**src/iar_map.svh**
```systemverilog
/*
 Offsets, field positions and timing figures of the acknowledgement and
 retransmission block. Definitions only; included by every design file but the type package.
*/
`ifndef IAR_MAP_SVH
`define IAR_MAP_SVH

// Regular acknowledgement bits
`define IAR_B_UTC 20
`define IAR_B_ACK 21
`define IAR_ACK_W 37

// Extension data bits
`define IAR_EXT_W 8
`define IAR_E_TYPE 0
`define IAR_E_UTCE 1

// Partial recommendation, MS-MPDU wide bandplans
`define IAR_FM_RSCW 30
`define IAR_FM_CCR 31
`define IAR_FM_REP 32
`define IAR_FM_INTM 34
`define IAR_FM_MOD 35

// Partial recommendation, MS-MPDU narrow bandplans
`define IAR_CM_RSCW 22
`define IAR_CM_CCR 23
`define IAR_CM_REP 24
`define IAR_CM_INTM 26
`define IAR_CM_MOD 27

// Partial recommendation, SS-MPDU
`define IAR_SS_RSCW 22
`define IAR_SS_REP 23
`define IAR_SS_INTM 25

// Codes
`define IAR_TP_REQ_PART 2'h3
`define IAR_REP_NOCHG 2'h0

// Timing
`define IAR_CLK_MHZ 200
`define IAR_MAX_ACK_RX_US 1000
`define IAR_ACK_WAIT_US 10
`define IAR_MAX_RETX 3

`endif

```
**src/iar_pkg.sv**
```systemverilog
/*
 Types of the acknowledgement and retransmission block.
 Assumes nothing of its surroundings.
*/
package iar_pkg;
  typedef enum logic [2:0] {
    IAR_IDLE = 3'b000,
    IAR_SEND = 3'b001,
    IAR_WDONE = 3'b010,
    IAR_WACK = 3'b011,
    IAR_P3SEND = 3'b100,
    IAR_P3WAIT = 3'b101
  } iar_state_e;
endpackage

```
**src/iar_ack_build.sv**
```systemverilog
/*
 Builds the regular and extension acknowledgement words of an outgoing
 Imm-ACK. Assumes build requests and field values come from logic on mclk_i.
*/
`include "iar_map.svh"
`timescale 1ns/1ps
`default_nettype none
module iar_ack_build
  import iar_pkg::*;
(
  // Clock and reset
  input wire logic mclk_i,
  input wire logic nrst_i,
  // Request
  input wire logic build_i,
  input wire logic [5:0] src_id_i,
  input wire logic wide_band_i,
  input wire logic ss_mpdu_i,
  input wire logic utc_i,
  input wire logic rx_ok_i,
  input wire logic [1:0] tp_req_i,
  input wire logic est_ok_i,
  input wire logic ext_utce_i,
  // Recommended and assigned values
  input wire logic [5:0] rec_i,
  input wire logic [5:0] asg_i,
  // Result
  output logic [`IAR_ACK_W-1:0] ack_o,
  output logic [`IAR_EXT_W-1:0] ext_o
);
  logic pend_q;
  logic [5:0] pend_src_q;
  logic req_part;
  logic late_ok;
  logic fill;
  logic [5:0] v;
  logic [1:0] rep;
  logic [1:0] mod;
  logic [`IAR_ACK_W-1:0] ack_d;
  logic [`IAR_EXT_W-1:0] ext_d;

  // partial report, now or deferred
  assign req_part = (tp_req_i == `IAR_TP_REQ_PART);
  assign late_ok = pend_q && (pend_src_q == src_id_i);
  assign fill = (req_part || late_ok) && est_ok_i;
  // no change echoes assigned values
  assign v = fill ? rec_i : asg_i;
  assign rep = fill ? rec_i[3:2] : `IAR_REP_NOCHG;
  // modulation pair is bits 4 and 5 of the value vectors
  assign mod = fill ? {rec_i[4], rec_i[5]} : {asg_i[4], asg_i[5]};

  always_comb begin
    // reserved bits zero
    ack_d = '0;
    // regular status bits
    ack_d[`IAR_B_UTC] = utc_i;
    ack_d[`IAR_B_ACK] = rx_ok_i & ~utc_i;
    if (ss_mpdu_i) begin
      // short layout
      ack_d[`IAR_SS_RSCW] = v[0];
      ack_d[`IAR_SS_REP+:2] = rep;
      ack_d[`IAR_SS_INTM] = v[1];
    end else if (wide_band_i) begin
      // wide layout
      ack_d[`IAR_FM_RSCW] = v[0];
      ack_d[`IAR_FM_CCR] = v[5];
      ack_d[`IAR_FM_REP+:2] = rep;
      ack_d[`IAR_FM_INTM] = v[1];
      ack_d[`IAR_FM_MOD+:2] = mod;
    end else begin
      ack_d[`IAR_CM_RSCW] = v[0];
      ack_d[`IAR_CM_CCR] = v[5];
      ack_d[`IAR_CM_REP+:2] = rep;
      ack_d[`IAR_CM_INTM] = v[1];
      ack_d[`IAR_CM_MOD+:2] = mod;
    end
    ext_d = '0;
    // type bit
    ext_d[`IAR_E_TYPE] = ss_mpdu_i;
    // unable-to-comply bit
    ext_d[`IAR_E_UTCE] = ext_utce_i;
  end

  always_ff @(posedge mclk_i or negedge nrst_i) begin
    if (!nrst_i) begin
      ack_o <= '0;
      ext_o <= '0;
      pend_q <= 1'b0;
      pend_src_q <= 6'h00;
    end else if (build_i) begin
      ack_o <= ack_d;
      ext_o <= ext_d;
      // remember a late report
      if (req_part && !est_ok_i) begin
        pend_q <= 1'b1;
        pend_src_q <= src_id_i;
      end else if (late_ok && est_ok_i) begin
        pend_q <= 1'b0;
      end
    end
  end
endmodule // iar_ack_build
`default_nettype wire

```
**src/iar_ack_parse.sv**
```systemverilog
/*
 Decodes a received Imm-ACK for the transmit controller.
 Assumes the word arrives from logic on the same clock.
*/
`include "iar_map.svh"
`timescale 1ns/1ps
`default_nettype none
module iar_ack_parse (
  // Received words
  input wire logic [`IAR_ACK_W-1:0] ack_i,
  input wire logic [`IAR_EXT_W-1:0] ext_i,
  // Decoded status
  output logic utc_o,
  output logic ok_o,
  output logic ss_type_o
);
  // reserved bits ignored; R23 R24 status decode
  assign utc_o = ack_i[`IAR_B_UTC];
  assign ok_o = ack_i[`IAR_B_ACK] & ~ack_i[`IAR_B_UTC];
  // type bit
  assign ss_type_o = ext_i[`IAR_E_TYPE];
endmodule // iar_ack_parse
`default_nettype wire

```
**src/iar_retx_ctrl.sv**
```systemverilog
/*
 Transmit-side retransmission controller of the acknowledgement block,
 with the outgoing acknowledgement builder and incoming decoder.
 Assumes the MAC, upper layer and receive path run on mclk_i.
*/
`include "iar_map.svh"
`timescale 1ns/1ps
`default_nettype none
// Overview of operation
// Extension bit 0 gives acknowledgement type, 0 MS-MPDU, 1 SS-MPDU.
// Extension bit 1 set when requested extension content cannot be given.
// Reserved bits sent as zero and ignored on receipt.
// Partial recommendation filled when transmitter requested it with code 11.
// Late recommendation sends No change now, report in next ack from source.
// Without request, every recommendation field carries No change.
// Narrow bandplans forbid selective ack with partial request; far side's duty.
// Codeword size bit at 30, or 22 for narrow MS and all SS.
// Code rate bit at 31 or 23; absent for SS-MPDU.
// Repetition field 33:32, 25:24 or 24:23; 00 no change.
// Interleaving bit at 34, 26 or 25 by layout.
// Modulation field 36:35 or 28:27; absent for SS-MPDU.
// Non-repetition fields echo assigned value when no estimate exists.
// Multicast and broadcast frames never request acknowledgement.
// Every MPDU of an acknowledged frame requests acknowledgement.
// Errored unit is resent before others; only priority 3 passes.
// No new frame until earlier frames cleared or timed out.
// Priority 3 MPDU sent at once, interrupting frame in progress; code holds it while in IAR_WACK.
// Receiver unable to take MS-MPDU: resend in SS-MPDU mode.
// After maximum retransmissions, discard frame and report failure.
// Same failure report when frame window timer expires.
// Frame window timer frozen while a priority 3 frame interrupts.
// Regular ack bit 20 marks receiver unable to process MS-MPDU.
// Regular ack bit 21 is 1 for error-free, 0 for errored.
// Failure shown as one-cycle pulse with discarded frame identifier.
module iar_retx_ctrl
  import iar_pkg::*;
#(
  parameter int MAX_RETX = `IAR_MAX_RETX,
  parameter int MAX_ACK_RX_CYC = `IAR_MAX_ACK_RX_US * `IAR_CLK_MHZ,
  parameter int ACK_WAIT_CYC = `IAR_ACK_WAIT_US * `IAR_CLK_MHZ
) (
  // Clock and reset
  input wire logic mclk_i,
  input wire logic nrst_i,
  // Upper layer frame request
  input wire logic frm_req_i,
  input wire logic [7:0] frm_id_i,
  input wire logic [7:0] frm_nmpdu_i,
  input wire logic frm_ack_i,
  input wire logic frm_mcast_i,
  input wire logic frm_ss_i,
  output logic frm_ready_o,
  output logic frm_done_o,
  output logic frm_fail_o,
  output logic [7:0] frm_id_o,
  // Priority 3 traffic
  input wire logic p3_req_i,
  input wire logic p3_rx_busy_i,
  // MAC transmit command
  output logic mpdu_send_o,
  output logic [7:0] mpdu_idx_o,
  output logic mpdu_ackreq_o,
  output logic mpdu_ss_o,
  output logic mpdu_p3_o,
  output logic mpdu_abort_o,
  input wire logic mpdu_done_i,
  // Received acknowledgement
  input wire logic rack_valid_i,
  input wire logic [`IAR_ACK_W-1:0] rack_i,
  input wire logic [`IAR_EXT_W-1:0] rext_i,
  // Outgoing acknowledgement request
  input wire logic tack_build_i,
  input wire logic [5:0] tack_src_i,
  input wire logic tack_wide_i,
  input wire logic tack_ss_i,
  input wire logic tack_utc_i,
  input wire logic tack_ok_i,
  input wire logic [1:0] tack_tp_req_i,
  input wire logic tack_est_ok_i,
  input wire logic tack_utce_i,
  input wire logic [5:0] tack_rec_i,
  input wire logic [5:0] tack_asg_i,
  output logic [`IAR_ACK_W-1:0] tack_o,
  output logic [`IAR_EXT_W-1:0] text_o
);
  iar_state_e state_q, state_d;
  iar_state_e ret_q, ret_d;
  logic [7:0] id_q, id_d;
  logic [7:0] n_q, n_d;
  logic [7:0] idx_q, idx_d;
  logic ackreq_q, ackreq_d;
  logic ss_q, ss_d;
  logic [7:0] retx_q, retx_d;
  logic [31:0] win_q, win_d;
  logic [31:0] wait_q, wait_d;
  logic send_d, p3_d, abort_d, done_d, fail_d, ready_d;
  logic rx_utc, rx_ok;
  logic win_exp, wait_exp, freeze, active, last, retry_out;

  iar_ack_build u_build (
    .mclk_i(mclk_i),
    .nrst_i(nrst_i),
    .build_i(tack_build_i),
    .src_id_i(tack_src_i),
    .wide_band_i(tack_wide_i),
    .ss_mpdu_i(tack_ss_i),
    .utc_i(tack_utc_i),
    .rx_ok_i(tack_ok_i),
    .tp_req_i(tack_tp_req_i),
    .est_ok_i(tack_est_ok_i),
    .ext_utce_i(tack_utce_i),
    .rec_i(tack_rec_i),
    .asg_i(tack_asg_i),
    .ack_o(tack_o),
    .ext_o(text_o)
  );

  iar_ack_parse u_parse (
    .ack_i(rack_i),
    .ext_i(rext_i),
    .utc_o(rx_utc),
    .ok_o(rx_ok),
    .ss_type_o()
  );

  assign active = (state_q != IAR_IDLE) && (ret_q != IAR_IDLE || state_q < IAR_P3SEND);
  // timer frozen during priority 3 exchange
  assign freeze = p3_rx_busy_i || state_q == IAR_P3SEND || state_q == IAR_P3WAIT;
  // frame window expiry
  assign win_exp = active && !freeze && (win_q == 32'(MAX_ACK_RX_CYC - 1));
  assign wait_exp = (wait_q == 32'(ACK_WAIT_CYC - 1));
  assign last = (idx_q + 8'h01 >= n_q);
  // retransmission limit
  assign retry_out = (retx_q >= 8'(MAX_RETX));

  always_comb begin
    state_d = state_q;
    ret_d = ret_q;
    id_d = id_q;
    n_d = n_q;
    idx_d = idx_q;
    ackreq_d = ackreq_q;
    ss_d = ss_q;
    retx_d = retx_q;
    win_d = (active && !freeze) ? win_q + 32'h1 : win_q;
    wait_d = 32'h0;
    send_d = 1'b0;
    p3_d = 1'b0;
    abort_d = 1'b0;
    done_d = 1'b0;
    fail_d = 1'b0;
    case (state_q)
      IAR_IDLE: begin
        if (p3_req_i) begin
          ret_d = IAR_IDLE;
          state_d = IAR_P3SEND;
        // new frame only when idle
        end else if (frm_req_i) begin
          id_d = frm_id_i;
          n_d = (frm_nmpdu_i == 8'h00) ? 8'h01 : frm_nmpdu_i;
          idx_d = 8'h00;
          // no ack for group frames
          ackreq_d = frm_ack_i && !frm_mcast_i;
          ss_d = frm_ss_i;
          retx_d = 8'h00;
          win_d = 32'h0;
          state_d = IAR_SEND;
        end
      end
      IAR_SEND: begin
        // priority 3 goes first
        if (p3_req_i) begin
          ret_d = IAR_SEND;
          state_d = IAR_P3SEND;
        end else begin
          // every MPDU carries the frame's ack request
          send_d = 1'b1;
          state_d = IAR_WDONE;
        end
      end
      IAR_WDONE: begin
        if (p3_req_i) begin
          // interrupt the frame in progress
          abort_d = 1'b1;
          ret_d = IAR_SEND;
          state_d = IAR_P3SEND;
        end else if (mpdu_done_i) begin
          if (ackreq_q) begin
            state_d = IAR_WACK;
          end else if (last) begin
            done_d = 1'b1;
            state_d = IAR_IDLE;
          end else begin
            idx_d = idx_q + 8'h01;
            state_d = IAR_SEND;
          end
        end
      end
      IAR_WACK: begin
        wait_d = wait_q + 32'h1;
        if (rack_valid_i && rx_ok) begin
          retx_d = 8'h00;
          if (last) begin
            done_d = 1'b1;
            state_d = IAR_IDLE;
          end else begin
            idx_d = idx_q + 8'h01;
            state_d = IAR_SEND;
          end
        end else if (rack_valid_i || wait_exp) begin
          // fall back to single-segment mode
          if (rack_valid_i && rx_utc) begin
            ss_d = 1'b1;
          end
          // resend the errored unit before anything else
          if (retry_out) begin
            fail_d = 1'b1;
            state_d = IAR_IDLE;
          end else begin
            retx_d = retx_q + 8'h01;
            state_d = IAR_SEND;
          end
        end
      end
      IAR_P3SEND: begin
        send_d = 1'b1;
        p3_d = 1'b1;
        state_d = IAR_P3WAIT;
      end
      IAR_P3WAIT: begin
        if (mpdu_done_i) begin
          state_d = ret_q;
        end
      end
      default: begin
        state_d = IAR_IDLE;
      end
    endcase
    // window expiry discards the frame
    if (win_exp && state_d != IAR_IDLE && !done_d && !fail_d) begin
      fail_d = 1'b1;
      abort_d = (state_q == IAR_WDONE);
      state_d = IAR_IDLE;
    end
    if (state_d == IAR_IDLE) begin
      win_d = 32'h0;
      ret_d = IAR_IDLE;
    end
    ready_d = (state_d == IAR_IDLE) && !p3_req_i;
  end

  always_ff @(posedge mclk_i or negedge nrst_i) begin
    if (!nrst_i) begin
      state_q <= IAR_IDLE;
      ret_q <= IAR_IDLE;
      id_q <= 8'h00;
      n_q <= 8'h00;
      idx_q <= 8'h00;
      ackreq_q <= 1'b0;
      ss_q <= 1'b0;
      retx_q <= 8'h00;
      win_q <= 32'h0;
      wait_q <= 32'h0;
    end else begin
      state_q <= state_d;
      ret_q <= ret_d;
      id_q <= id_d;
      n_q <= n_d;
      idx_q <= idx_d;
      ackreq_q <= ackreq_d;
      ss_q <= ss_d;
      retx_q <= retx_d;
      win_q <= win_d;
      wait_q <= wait_d;
    end
  end

  // Output flops
  always_ff @(posedge mclk_i or negedge nrst_i) begin
    if (!nrst_i) begin
      mpdu_send_o <= 1'b0;
      mpdu_idx_o <= 8'h00;
      mpdu_ackreq_o <= 1'b0;
      mpdu_ss_o <= 1'b0;
      mpdu_p3_o <= 1'b0;
      mpdu_abort_o <= 1'b0;
      frm_done_o <= 1'b0;
      frm_fail_o <= 1'b0;
      frm_id_o <= 8'h00;
      frm_ready_o <= 1'b0;
    end else begin
      mpdu_send_o <= send_d;
      mpdu_idx_o <= idx_q;
      mpdu_ackreq_o <= ackreq_q && !p3_d;
      mpdu_ss_o <= ss_q;
      mpdu_p3_o <= p3_d;
      mpdu_abort_o <= abort_d;
      frm_done_o <= done_d;
      // single-cycle failure with frame identifier
      frm_fail_o <= fail_d;
      frm_id_o <= id_q;
      frm_ready_o <= ready_d;
    end
  end
endmodule // iar_retx_ctrl
`default_nettype wire

```
**config.mk**
```make
export PLATFORM = sky130hd
export DESIGN_NAME = iar_retx_ctrl
export DESIGN_NICKNAME = d
export VERILOG_FILES = /design/src/iar_pkg.sv /design/src/iar_ack_build.sv /design/src/iar_ack_parse.sv /design/src/iar_retx_ctrl.sv
export VERILOG_INCLUDE_DIRS = /design/src
export SDC_FILE = /design/constraint.sdc
export NUM_CORES = 1
export LEC_CHECK = 0
export BUFFER_PORTS_ARGS = -buffer_cell sky130_fd_sc_hd__buf_2
export CAP_MARGIN = 20
export CORE_UTILIZATION = 55
export DETAILED_ROUTE_END_ITERATION = 8
export PLACE_DENSITY = 0.81
export SLEW_MARGIN = 20
export SYNTH_ARGS = -nofsm -noshare
export SYNTH_HDL_FRONTEND = slang
export SYNTH_SLANG_ARGS = --single-unit
```
**constraint.sdc**
```tcl
create_clock -name mclk_i -period 3 [get_ports mclk_i]
set_input_delay 0.15 -clock mclk_i [delete_from_list [all_inputs] [get_ports mclk_i]]
set_output_delay 0.15 -clock mclk_i [all_outputs]
set_load 0.01 [all_outputs]
```
==> flow_metrics.tcl <==
set metrics [dict create \
    worst_slew_pin_slew_ns 0.7404 \
    ir_drop_mv 0.4784 \
    rows 42 \
    grt_setup_unrepaired "no" \
    antenna_found_initial 0 \
    arrival_ns 3.13 \
    initial_core_util_pct 56.32 \
    powerDensity_mw_per_mm2 679.4 \
    h-tree-depth 4 \
    yosysSeqAreaShare_pct 50.53 \
    drive_gt1_share_pct 18.79 \
    ys_warn_count 0 \
    synthAdderAreaFrac_pct 2.021 \
    critPathRequiredTime_ns 3.33 \
    critPathCaptureType "register" \
    die_w_um 118.2 \
    cp_max_fo 34 \
    postCtsSetupRepairBufs 0 \
    globalRouteTotalUtil_pct 25.06 \
    min_path_type "input port to register" \
    hold_viol_final 0 \
    switching_share_pct 31.38 \
    dp_cells 1012 \
    gp_congestion 0.8370 \
    synth.distinct_cells 64 \
    synth-compound-area-share_pct 7.529 \
    netlist_top_cells_area "dfrtp_1, xnor2_1, nand2_1" \
    critPathLaunchType "register" \
    total_power_mw 6.058 \
    cts_sinks 150 \
    core-area_mm2 0.01319 \
    drv_slew 0 \
    internal_power_mw 4.157 \
    combinationalPowerShare_pct 23.5 \
    synthSimpleGateAreaFrac_pct 22.47 \
    hpwl_mm 10.54 \
    max_freq_ghz 0.3573 \
    worst_clock_skew_ns 0.007788 \
    syn_area_mm2 0.007428 \
    p_clk_share_pct 33.7 \
    syn_inst 754 \
    ys.flop_type "dfrtp_1" \
    pre_cts_ws_ns 0.08394 \
    die_height_um 118.2 \
    dieArea_mm2 0.01397 \
    maxCapViolCount 0 \
    grt_pass1_vias 5785 \
    drt_iter0_markers 413 \
    p_leak_nw 4.104 \
    final_nets 992 \
    pwr-share-seq_pct 42.7 \
    routed_via_density 5.536 \
    synthTopCellsByCount "dfrtp_1, nand2_1, nor2_1" \
    overflow 0 \
    max_slew_margin_pct 50.64 \
    finalNonFillerCells 1070 \
    grt_pass1_wl_mm 27.90 \
    vias 5923 \
    async_flop_share_pct 100.0 \
    worst-setup-path-type "register to register" \
    wl_mm 16.66 \
    grt_start_max_net_pins 83 \
    yosys.area_share.xor_xnor_pct 8.253 \
    synth_top_family_by_area "simple AND/OR/NAND/NOR gates" \
    fillers 952 \
    portBuffers 94 \
    finalWorstPathRequiredPeriod_ns 2.798 \
    synth_area_per_cell_um2 9.852 \
    first_pass_iters 5 \
    yosysMostFrequentCell "dfrtp_1" \
    place_area_mm2 0.008048 \
    muxShareOfSynthArea_pct 3.167 \
    synth_top_area_cell "dfrtp_1" \
    final_core_util_pct 67.61 \
    clock-root-buffer "clkbuf_16" \
    n_antenna_cell 0 \
    yosysTopAreaCellShare_pct 50.53 \
    ys_ff_latch 150 \
    syn_to_final_growth_pct 20.04 \
    ant_nets 0 \
    stdcell_area_mm2 0.008917 \
    cts_buffers 17 \
    synth-edff-count 0 \
    clk_pin_slew_ns 0.06 \
    setup_tns_ns 0 \
    insertion_delay_ns 0.42 \
    outcome "completed" \
    hold_ws_ns 0.007591 \
    io_pins 167 \
    detail_route.wl_per_cell_um 15.57 \
    switching_power_mw 1.901 \
    post-route-worst-setup-slack_ns 0.2015 \
    setup_viol 0 \
    period_share_pct 93.28 \
    drc 0 \
    clockBufferDepth 2 \
    cts_tree "built" \
]
-- kinds of logic (layout without fill, tap and decap cells) --
logic type | count (synthesis) | after routing
adder cells (fa/ha/maj) | 12 | 12
other | 1 | 27
multiplexers | 22 | 22
flip-flops | 150 | 150
buffers and inverters | 84 | 198
XOR/XNOR | 70 | 70
AND/OR/NAND/NOR | 335 | 335
AO/OA/AOI/OAI | 80 | 80
-- per-layer routing --
| metal | track usage, % | vias to the layer above | routed length [µm] |
|---|---|---|---|
| li1 | - | 2820 | - |
| met3 | 4.681 | 32 | 832 |
| met2 | 42.13 | 200 | 8350 |
| met4 | 9.455 | 0 | 322 |
| met1 | 32.27 | 2871 | 7155 |
| met5 | 0 | - | 0 |
-- layout make-up --
| cell class | count | area (µm²) | share of cell area, % |
|---|---|---|---|
| well taps | 176 | 220.2 | 2.469 |
| flip-flops and latches | 150 | 3756 | 42.12 |
| clock buffers | 21 | 480.5 | 5.388 |
| repair buffers | 136 | 897.1 | 10.06 |
| multi-input cells | 546 | 3349 | 37.56 |
| clock inverters | 10 | 97.59 | 1.094 |
| inverters | 31 | 116.4 | 1.305 |
-- worst paths after layout --
path | from | to | slack (ns) | depth (start not counted)
setup / recovery | idx_q[1]$_DFFE_PN0P_ | win_q[28]$_DFF_PN0_ | 0.20 | 12
min in group asynchronous | nrst_i | mpdu_idx_o[3]$_DFF_PN0_ | 0.35 | 2
setup reg to reg | idx_q[1]$_DFFE_PN0P_ | win_q[28]$_DFF_PN0_ | 0.20 | 12
hold reg to reg | id_q[5]$_DFFE_PN0P_ | frm_id_o[5]$_DFF_PN0_ | 0.38 | 0
max in group asynchronous | nrst_i | win_q[18]$_DFF_PN0_ | 1.82 | 3
hold / removal | frm_mcast_i | ackreq_q$_DFFE_PN0P_ | 0.008 | 3
-- placed cells by master (no fill, tap or decap), types with 5 or more instances in the layout --
cell type / netlist / routed
buf_4: 28 / 12
nor3_1: 44 / 43
nor4_1: 15 / 15
nand2_1: 89 / 89
nand2b_1: 5 / 5
ha_1: 12 / 11
a31oi_1: 6 / 5
and3_1: 21 / 21
dfrtp_1: 150 / 148
nand4_1: 21 / 21
a21oi_1: 17 / 16
nand3_1: 27 / 27
conb_1: 1 / 27
o22ai_1: 9 / 9
buf_2: 1 / 93
clkinvlp_4: 0 / 6
dlygate4sd3_1: 0 / 27
nor2_1: 71 / 70
mux2_2: 12 / 12
xor2_1: 31 / 31
o21ai_0: 19 / 19
and4_1: 11 / 11
mux2i_1: 10 / 10
nor2b_1: 6 / 6
xnor2_1: 39 / 39
clkbuf_16: 0 / 17
inv_1: 31 / 31
-- critical path: stages, from the launching register on --
cell       delay [ns]
dfrtp_1          0.42
and3_1           0.17
nand3_1          0.15
nor2_1           0.19
xnor2_1          0.18
ha_1             0.31
a21oi_2          0.18
nand2_1          0.07
a211o_1          0.28
a31oi_2          0.23
a2111oi_4        0.09
buf_12           0.22
nor3_1           0.21
-- state kept, by name, summed over array words and instances, names as in the netlist, 2 cells and up --
register            flops
u_build.ack_o          15
frm_id_o                8
wait_q                 32
u_build.ext_o           2
mpdu_idx_o              8
retx_q                  8
id_q                    8
win_q                  32
n_q                     8
u_build.pend_src_q      6
state_q                 3
idx_q                   8
-- power groups by stage --
stage	clock network [mW]	logic [mW]	registers [mW]
2_1_floorplan	0	0.924	2.60
3_3_place_gp	0	1.33	2.58
3_5_place_dp	0	1.36	2.60
4_1_cts	2.07	1.40	2.58
5_1_grt	2.15	1.59	2.63
6_report	2.04	1.43	2.59
-- timing repair --
action	4_1_cts	5_1_grt
endpoints found under the setup margin	0	42
hold buffers	27	0
resized for setup	0	7
hold endpoints to repair	105	0
No activity file was read; power rests on OpenSTA's default activity.
